File: src/logic/status_pkg.sv
// shared constants and carrier types for the status signalling block
package status_pkg;
    // synchroniser depth for pin inputs
    localparam int SYNC_STAGES = 2;
    // reset values of the active-low status pins (deasserted)
    localparam logic FP_PIN_RESET = 1'b1;
    localparam logic FAULT_PIN_RESET = 1'b1;
    // value driven onto an open-drain result line when asserting it
    localparam logic OD_DRIVE_LEVEL = 1'b0;
    // output enable levels (low while driving)
    localparam logic OE_ON = 1'b0;
    localparam logic OE_OFF = 1'b1;

    // snoop result the core wants to give in the current snoop phase
    typedef struct packed {
        logic stall;
        logic hit;
        logic dirty;
    } snoop_req_t;

    // open-drain drive for the share and dirty result lines
    typedef struct packed {
        logic share_out;
        logic share_oe_n;
        logic dirty_out;
        logic dirty_oe_n;
    } snoop_pins_t;

    typedef enum logic [1:0] {
        SD_IDLE,
        SD_REQ,
        SD_DONE
    } shutdown_state_t;
endpackage

File: src/logic/snoop_result_drive.sv
// snoop result drive and stall observation on the shared result lines
`timescale 1ns/1ps
module snoop_result_drive
    import status_pkg::*;
(
    // clock and reset
    input wire logic core_clk,
    input wire logic rst,
    // core side
    input wire logic snoop_phase,
    input snoop_req_t snoop_req,
    output logic stall_seen,
    // result lines
    input wire logic snoop_share_in_n,
    input wire logic snoop_dirty_result_in_n,
    output snoop_pins_t pins
);
    logic [SYNC_STAGES-1:0] share_sync_q, share_sync_d;
    logic [SYNC_STAGES-1:0] dirty_sync_q, dirty_sync_d;
    // one stage longer than the pin sync: own drive reaches the line a cycle after the phase
    logic [SYNC_STAGES:0] phase_dly_q, phase_dly_d;
    logic drive_share_q, drive_share_d;
    logic drive_dirty_q, drive_dirty_d;
    logic stall_seen_q, stall_seen_d;
    logic both_low;

    // phase is delayed to line up with the synchronised pins
    always_comb begin
        share_sync_d = {share_sync_q[0], snoop_share_in_n};
        dirty_sync_d = {dirty_sync_q[0], snoop_dirty_result_in_n};
        phase_dly_d = {phase_dly_q[SYNC_STAGES-1:0], snoop_phase};
        both_low = !share_sync_q[1] && !dirty_sync_q[1];
        drive_share_d = 1'b0;
        drive_dirty_d = 1'b0;
        if (snoop_phase) begin
            // stall means both lines together
            drive_share_d = snoop_req.stall || snoop_req.hit;
            drive_dirty_d = snoop_req.stall || snoop_req.dirty;
        end
        stall_seen_d = stall_seen_q;
        // a joint assertion in each later phase keeps the stall going
        if (phase_dly_q[SYNC_STAGES]) begin
            stall_seen_d = both_low;
        end
    end

    always_ff @(posedge core_clk or posedge rst) begin
        if (rst) begin
            share_sync_q <= '1;
            dirty_sync_q <= '1;
            phase_dly_q <= '0;
            drive_share_q <= 1'b0;
            drive_dirty_q <= 1'b0;
            stall_seen_q <= 1'b0;
        end else begin
            share_sync_q <= share_sync_d;
            dirty_sync_q <= dirty_sync_d;
            phase_dly_q <= phase_dly_d;
            drive_share_q <= drive_share_d;
            drive_dirty_q <= drive_dirty_d;
            stall_seen_q <= stall_seen_d;
        end
    end

    assign pins.share_out = OD_DRIVE_LEVEL;
    assign pins.dirty_out = OD_DRIVE_LEVEL;
    assign pins.share_oe_n = drive_share_q ? OE_ON : OE_OFF;
    assign pins.dirty_oe_n = drive_dirty_q ? OE_ON : OE_OFF;
    assign stall_seen = stall_seen_q;
endmodule

File: src/logic/error_snoop_status.sv
// processor status pins: fp error / break pending, internal fault, snoop results
// Notes on behaviour
// - one pin, meaning chosen by stop-clock request
// - stop inactive: show unmasked floating-point errors
// - stop active: show only pending break events
// - snoop stall drives share and dirty together
// - repeated joint assertion continues the stall
// - internal error condition asserts internal fault pin
// - internal fault pin held until reset
// - internal fault also requests shutdown transaction
`timescale 1ns/1ps
module error_snoop_status
    import status_pkg::*;
(
    // clock and reset
    input wire logic core_clk,
    input wire logic rst,
    // stop-clock request pin, active low, asynchronous
    input wire logic stop_clock_request_n,
    // core event sources
    input wire logic fp_error,
    input wire logic fp_error_masked,
    input wire logic break_pending,
    input wire logic internal_error,
    // shutdown special transaction request to the bus unit
    output logic shutdown_req,
    input wire logic shutdown_ack,
    // snoop result from the core
    input wire logic snoop_phase,
    input snoop_req_t snoop_req,
    output logic snoop_stall_seen,
    // snoop result lines, open drain
    input wire logic snoop_share_in_n,
    input wire logic snoop_dirty_result_in_n,
    output snoop_pins_t snoop_pins,
    // status pins
    output logic fp_fault_break_pending_out_n,
    output logic internal_fault_out_n
);
    logic [SYNC_STAGES-1:0] stop_sync_q, stop_sync_d;
    logic stop_active;
    logic fp_unmasked;
    logic fp_pin_q, fp_pin_d;
    logic fault_q, fault_d;
    shutdown_state_t sd_q, sd_d;

    assign stop_active = !stop_sync_q[SYNC_STAGES-1];
    // a masked error never reaches the pin
    assign fp_unmasked = fp_error && !fp_error_masked;

    // pin mux, both sources sampled on the same edge
    always_comb begin
        stop_sync_d = {stop_sync_q[SYNC_STAGES-2:0], stop_clock_request_n};
        if (stop_active) begin
            fp_pin_d = !break_pending;
        end else begin
            fp_pin_d = !fp_unmasked;
        end
    end

    always_ff @(posedge core_clk or posedge rst) begin
        if (rst) begin
            stop_sync_q <= '1;
            fp_pin_q <= FP_PIN_RESET;
        end else begin
            stop_sync_q <= stop_sync_d;
            fp_pin_q <= fp_pin_d;
        end
    end

    // fault is sticky; only the asynchronous reset clears it
    always_comb begin
        fault_d = fault_q || internal_error;
        sd_d = sd_q;
        unique case (sd_q)
            SD_IDLE: begin
                if (internal_error) begin
                    sd_d = SD_REQ;
                end
            end
            SD_REQ: begin
                if (shutdown_ack) begin
                    sd_d = SD_DONE;
                end
            end
            // one shutdown per fault; further errors wait for reset
            SD_DONE: begin
                sd_d = SD_DONE;
            end
            default: begin
                sd_d = SD_IDLE;
            end
        endcase
    end

    always_ff @(posedge core_clk or posedge rst) begin
        if (rst) begin
            fault_q <= 1'b0;
            sd_q <= SD_IDLE;
        end else begin
            fault_q <= fault_d;
            sd_q <= sd_d;
        end
    end

    assign fp_fault_break_pending_out_n = fp_pin_q;
    assign internal_fault_out_n = fault_q ? 1'b0 : FAULT_PIN_RESET;
    assign shutdown_req = (sd_q == SD_REQ);

    snoop_result_drive u_snoop (
        .core_clk(core_clk),
        .rst(rst),
        .snoop_phase(snoop_phase),
        .snoop_req(snoop_req),
        .stall_seen(snoop_stall_seen),
        .snoop_share_in_n(snoop_share_in_n),
        .snoop_dirty_result_in_n(snoop_dirty_result_in_n),
        .pins(snoop_pins)
    );
endmodule

File: config.mk
export PLATFORM = sky130hd
export DESIGN_NAME = error_snoop_status
export DESIGN_NICKNAME = d
export VERILOG_FILES = /design/src/logic/status_pkg.sv /design/src/logic/snoop_result_drive.sv /design/src/logic/error_snoop_status.sv
export SDC_FILE = /design/constraint.sdc
export NUM_CORES = 1
export LEC_CHECK = 0
export BUFFER_PORTS_ARGS = -buffer_cell sky130_fd_sc_hd__buf_2
export CAP_MARGIN = 10
export CORE_MARGIN = 2
export CORE_UTILIZATION = 30
export DETAILED_ROUTE_END_ITERATION = 12
export PLACE_DENSITY_LB_ADDON = 0.25
export SLEW_MARGIN = 20
export SYNTH_ARGS = -nofsm -noshare
export SYNTH_HDL_FRONTEND = slang
export SYNTH_SLANG_ARGS = --single-unit
export TNS_END_PERCENT = 50
File: constraint.sdc
create_clock -name core_clk -period 1.5 [get_ports core_clk]
set_clock_uncertainty 0.1 [all_clocks]
set_input_delay 0.075 -clock core_clk [delete_from_list [all_inputs] [get_ports core_clk]]
set_output_delay 0.075 -clock core_clk [all_outputs]
set_load 0.01 [all_outputs]
[Word-level counts from Yosys, hierarchy flattened]
Cells that the tools add are included.
Cells by class
  equal/unequal tests: 4
  mux-type cells: 9
  reductions and logical operators: 12
Operators by type and width (count)
  two-way mux 1 bit: 6
  case mux 2 bit (3 select lines): 1
  zero test 1 bit: 5
  two-way mux 2 bit: 2
  logical OR 1 bit: 3
  == test 2 x 1 -> 1 bit (second input constant): 1
  == test 2 bit (second input constant): 1
  logical AND 1 bit: 2
  zero test 2 bit: 1
  != test 2 x 1 -> 1 bit (second input constant): 1
  != test 2 bit (second input constant): 1
  AND reduction 2 bit: 1
Storage, ports and cells
  register bits: 16
  input bits: 14
  output and inout bits: 8
  word-level logic and storage cells: 35

[Logic depth before layout (Yosys ltp)]
  depth after elaboration: 4
  mapped depth: 5
  mapped depth without buffers: 5

[Hierarchy]
From an unflattened synthesis, not the netlist that was laid out.
Unflattened totals
  cells, all modules: 41
  area, all modules: 586.8 um^2
Modules (own cells, without submodules)
  snoop_result_drive: instances 1, cells an instance 20, area each 319.1 um^2, seq. area each 255.2 um^2
  error_snoop_status: instances 1, cells an instance 21, area each 267.8 um^2, seq. area each 153.9 um^2

[Least setup slack after synthesis]
Ideal clock, no wire load.
  path kind: register to register
  start: register sd_q[0]
  end: register sd_q[1]
  library setup time: 0.125 ns
  arrival time: 1.141 ns
  required time: 1.275 ns
  path slack: 0.134 ns
  cell stages (with the launch flop): 5
  path buffers: 0
  period minus slack after synthesis: 1.366 ns
  path through: dfrtp_1 -> ha_1 -> nor2b_4 -> a21oi_2 -> mux2_4
On the way
  cells in the longest elaborated chain, start to end: 3
  elaborated cells on any way between the ends: 7
  those cells by class: eq/ne (4); mux (1); reduce/logical (2)
Ends and longest elaborated chain
  from (decl): RTL line error_snoop_status.sv:45  | shutdown_state_t sd_q, sd_d;
  from (signal assigned): RTL line error_snoop_status.sv:99  | sd_q <= SD_IDLE;
  from (signal assigned): RTL line error_snoop_status.sv:102  | sd_q <= sd_d;
  == test 2 x 1 -> 1 bit *
  via shutdown_req: RTL line error_snoop_status.sv:26  | output logic shutdown_req,
  != test 2 x 1 -> 1 bit (no line)
  AND reduction 2 bit (no line)
Mark *: on every way through the listed nets, which the timed path passes. The rest lies on a longest branch.
A chain may end at the register's enable or synchronous reset.

[Final worst setup path]
  start: register stop_sync_q[1]
  end: register fp_pin_q, in the netlist fp_fault_break_pending_out_n
On the way
  cells in the longest elaborated chain, start to end: 1
Ends and longest elaborated chain
  from (decl): RTL line error_snoop_status.sv:40  | logic [SYNC_STAGES-1:0] stop_sync_q, stop_sync_d;
  from (signal assigned): RTL line error_snoop_status.sv:66  | stop_sync_q <= stop_sync_d;
  two-way mux 1 bit: RTL line error_snoop_status.sv:54  | if (stop_active) begin
  via fp_pin_d: RTL line error_snoop_status.sv:43  | logic fp_pin_q, fp_pin_d;
  to (signal assigned): RTL line error_snoop_status.sv:67  | fp_pin_q <= fp_pin_d;
  to (decl): RTL line error_snoop_status.sv:43
The timed path passes the listed nets, and every way through them passes these cells.

==> results.toml <==
[sta]
setup_slack_ns = 0.09975
fmax_mhz = 714.2
hold_violations = 0
setup_viol = 0
timing.final.crit_period_ns = 1.400
rsz0062_at_grt = "no"
period_share_pct = 93.35
max_slew_margin_pct = 61.37
maxSlewViolCount = 0
tns_ns = 0
worst_pin_slew_ns = 0.5788

[clocking]
cts_max_level = 1
cts_tree = "done"
cts_setup_buffers = 0
numCtsBuffers = 3
cts.sinks = 16
clockBufferDepth = 2
insertion_delay_ns = 0.28
clkSlewWorstSetupHoldPaths_ns = 0.09
cts_root_buf = "clkbuf_4"

[setup_path]
cp-start-kind = "flop"
max_stage_delay_ns = 0.56
worstPathBufferInverterCount = 1
setup.worst_path.start = "stop_sync_q[1]"
crit_slowest_cell = "dlygate4sd3_1"
required_ns = 1.62
worstPathArrival_ns = 1.52
path_max_fanout = 1
critPathTopFamily = "buffers and inverters"
critPathKind = "flop to flop"
critPathCaptureType = "flop"
crit_chain = "mux2i_1, dlygate4sd3_1"
r2r_start = "stop_sync_q[1]"

[yosys]
synth_common_cells = "dfrtp_1 (9), dfstp_2 (7), inv_1 (7), o21a_1 (3)"
yosysMostFrequentCell = "dfrtp_1"
ys_types = 16
synth_top_area_share_pct = 38.88
synthTopCellsByArea = "dfrtp_1 (39%), dfstp_2 (32%), inv_1 (4.5%)"
netlist_area_um2 = 579.3
syn_inst = 40
synth_edf_count = 0
yosysTopAreaCell = "dfrtp_1"
ys.flop_type = "dfrtp_1"
ys_seq_area_share_pct = 70.63
ys_ff_latch = 16
synth_warnings = 0
avgSynthCellArea_um2 = 14.48
async_flop_share_pct = 100.0

[routing]
ant_nets = 0
drc = 0
drt_iter0_drc = 1
drt-vias-per-instance = 3.818
dr_total_vias = 378
drt_pass1_iterations = 2
routed_wl_um = 967
wl_per_cell_um = 9.768

[worst_hold_path]
worstHoldStart = "shutdown_ack"
holdCritPathClass = "primary input to flop"

[grt]
grt_overflow = 0
track_usage_pct = 9.565
grt_max_degree = 17
grt_pass1_wl_um = 1421
antenna_found_initial = 0
grt_pass1_vias = 342

[floorplanning]
die_x_um = 47.95
start_util_pct = 32.84
die_area_um2 = 2299
design.portCount = 22
die_h_um = 47.95
rows = 15
core_um2 = 1764

[placement]
place_congestion = 0.7509
io_buffer_count = 19
dp_slack_ns = 0.1534
dpl.hpwl_um = 581.8

[pwr]
leakagePower_nw = 0.4249
power.density_nw_per_um2 = 1191
ir_worst_vdd_uv = 611.5

[run]
max_cap_viol_count = 0

[cells_and_area]
layout-drive-gt1-share_pct = 45.95
nets = 91
area_growth_pct = 46.87
antenna_cells = 0

[outcome]
status = "finished, final reports clean"
[tightest hold or removal path, cell delays in order]
cell     delay [ns]
buf_2          0.10
nor2b_4        0.04
o21a_1         0.16
[power breakdown]
part           internal, mW  total (mW)  switching, mW
Clock                 0.147       0.273          0.126
Sequential            0.485       0.505         0.0194
Combinational         0.139       0.235         0.0959
[cell families (layout without fill, tap and decap cells)]
logic type      count (synthesis)  count (layout)  share of synthesized area, %
other cells                     1               2                        0.6473
buf+inv                         9              42                         7.127
mux                             3               3                         6.263
flops                          16              16                         70.63
compound gates                  5               5                         6.263
simple gates                    4               4                         4.751
fa+ha+maj                       2               2                         4.319
[registers in the layout, summed over array words and instances, names as in the netlist]
| name | flops |
|---|---|
| fp_fault_break_pending_out_n | 1 |
| u_snoop.stall_seen | 1 |
| u_snoop.drive_dirty_q | 1 |
| u_snoop.share_sync_q | 2 |
| u_snoop.phase_dly_q | 3 |
| fault_q | 1 |
| sd_q | 2 |
| stop_sync_q | 2 |
| u_snoop.dirty_sync_q | 2 |
| u_snoop.drive_share_q | 1 |
[final cells by class]
class	instances	area, um2
inverters	7	26.28
clock buffers	4	36.28
repair buffers	31	215.2
flip-flops and latches	16	409.1
well taps	25	31.28
multi-input cells	16	132.6
fillers	171	913.4
[metrics by stage]
step / power, mW / utilization [%] / cells / hold slack [ns] / cell area (um2)
finish: 1.013 / 48.23 / 99 / 0.03285 / 850.8
global route: 1.076 / 48.23 / 99 / 0.02223 / 850.8
CTS: 1.028 / 48.23 / 99 / 0.02427 / 850.8
detailed placement: 0.7226 / 39.36 / 83 / 0.06525 / 694.4
global placement: 0.7144 / 39.36 / 83 / 0.05939 / 694.4
floorplan: 0.6689 / - / 41 / -0.1163 / 583.1
[layer usage]
metal | vias up | GRT usage [%] | wire length, um
li1 | 186 | - | -
met1 | 179 | 10.21 | 389
met2 | 13 | 17.33 | 530
met3 | 0 | 3.396 | 47
met4 | 0 | 3.243 | 0
met5 | - | 0 | 0
[layout by cell type, fill, tap and decap left out, drive strengths merged]
| cell type | n |
|---|---|
| inv | 7 |
| dfstp | 7 |
| dlygate4sd3 | 12 |
| ha | 2 |
| buf | 19 |
| o21ai | 1 |
| a21oi | 1 |
| mux2 | 2 |
| nor2 | 1 |
| o21a | 3 |
| dfrtp | 9 |
| nor2b | 2 |
| clkbuf | 4 |
| nand2 | 1 |
| mux2i | 1 |
| conb | 2 |
[path summary, 6_finish.rpt]
path | depth (start not counted) | slack [ns] | to
setup / recovery | 2 | 0.1 | fp_fault_break_pending_out_n
hold / removal | 3 | 0.03 | sd_q[0]
setup reg to reg | 2 | 0.1 | fp_fault_break_pending_out_n
hold reg to reg | 0 | 0.26 | stop_sync_q[1]
max in group asynchronous | 3 | 0.63 | sd_q[1]
min in group asynchronous | 3 | 0.29 | u_snoop.stall_seen
[timing repair]
action                                 in CTS  in global routing
endpoints found under the hold margin      17                  0
resized for setup                           0                  0
hold buffers                               12                  0
No activity file was read; power rests on OpenSTA's default activity.
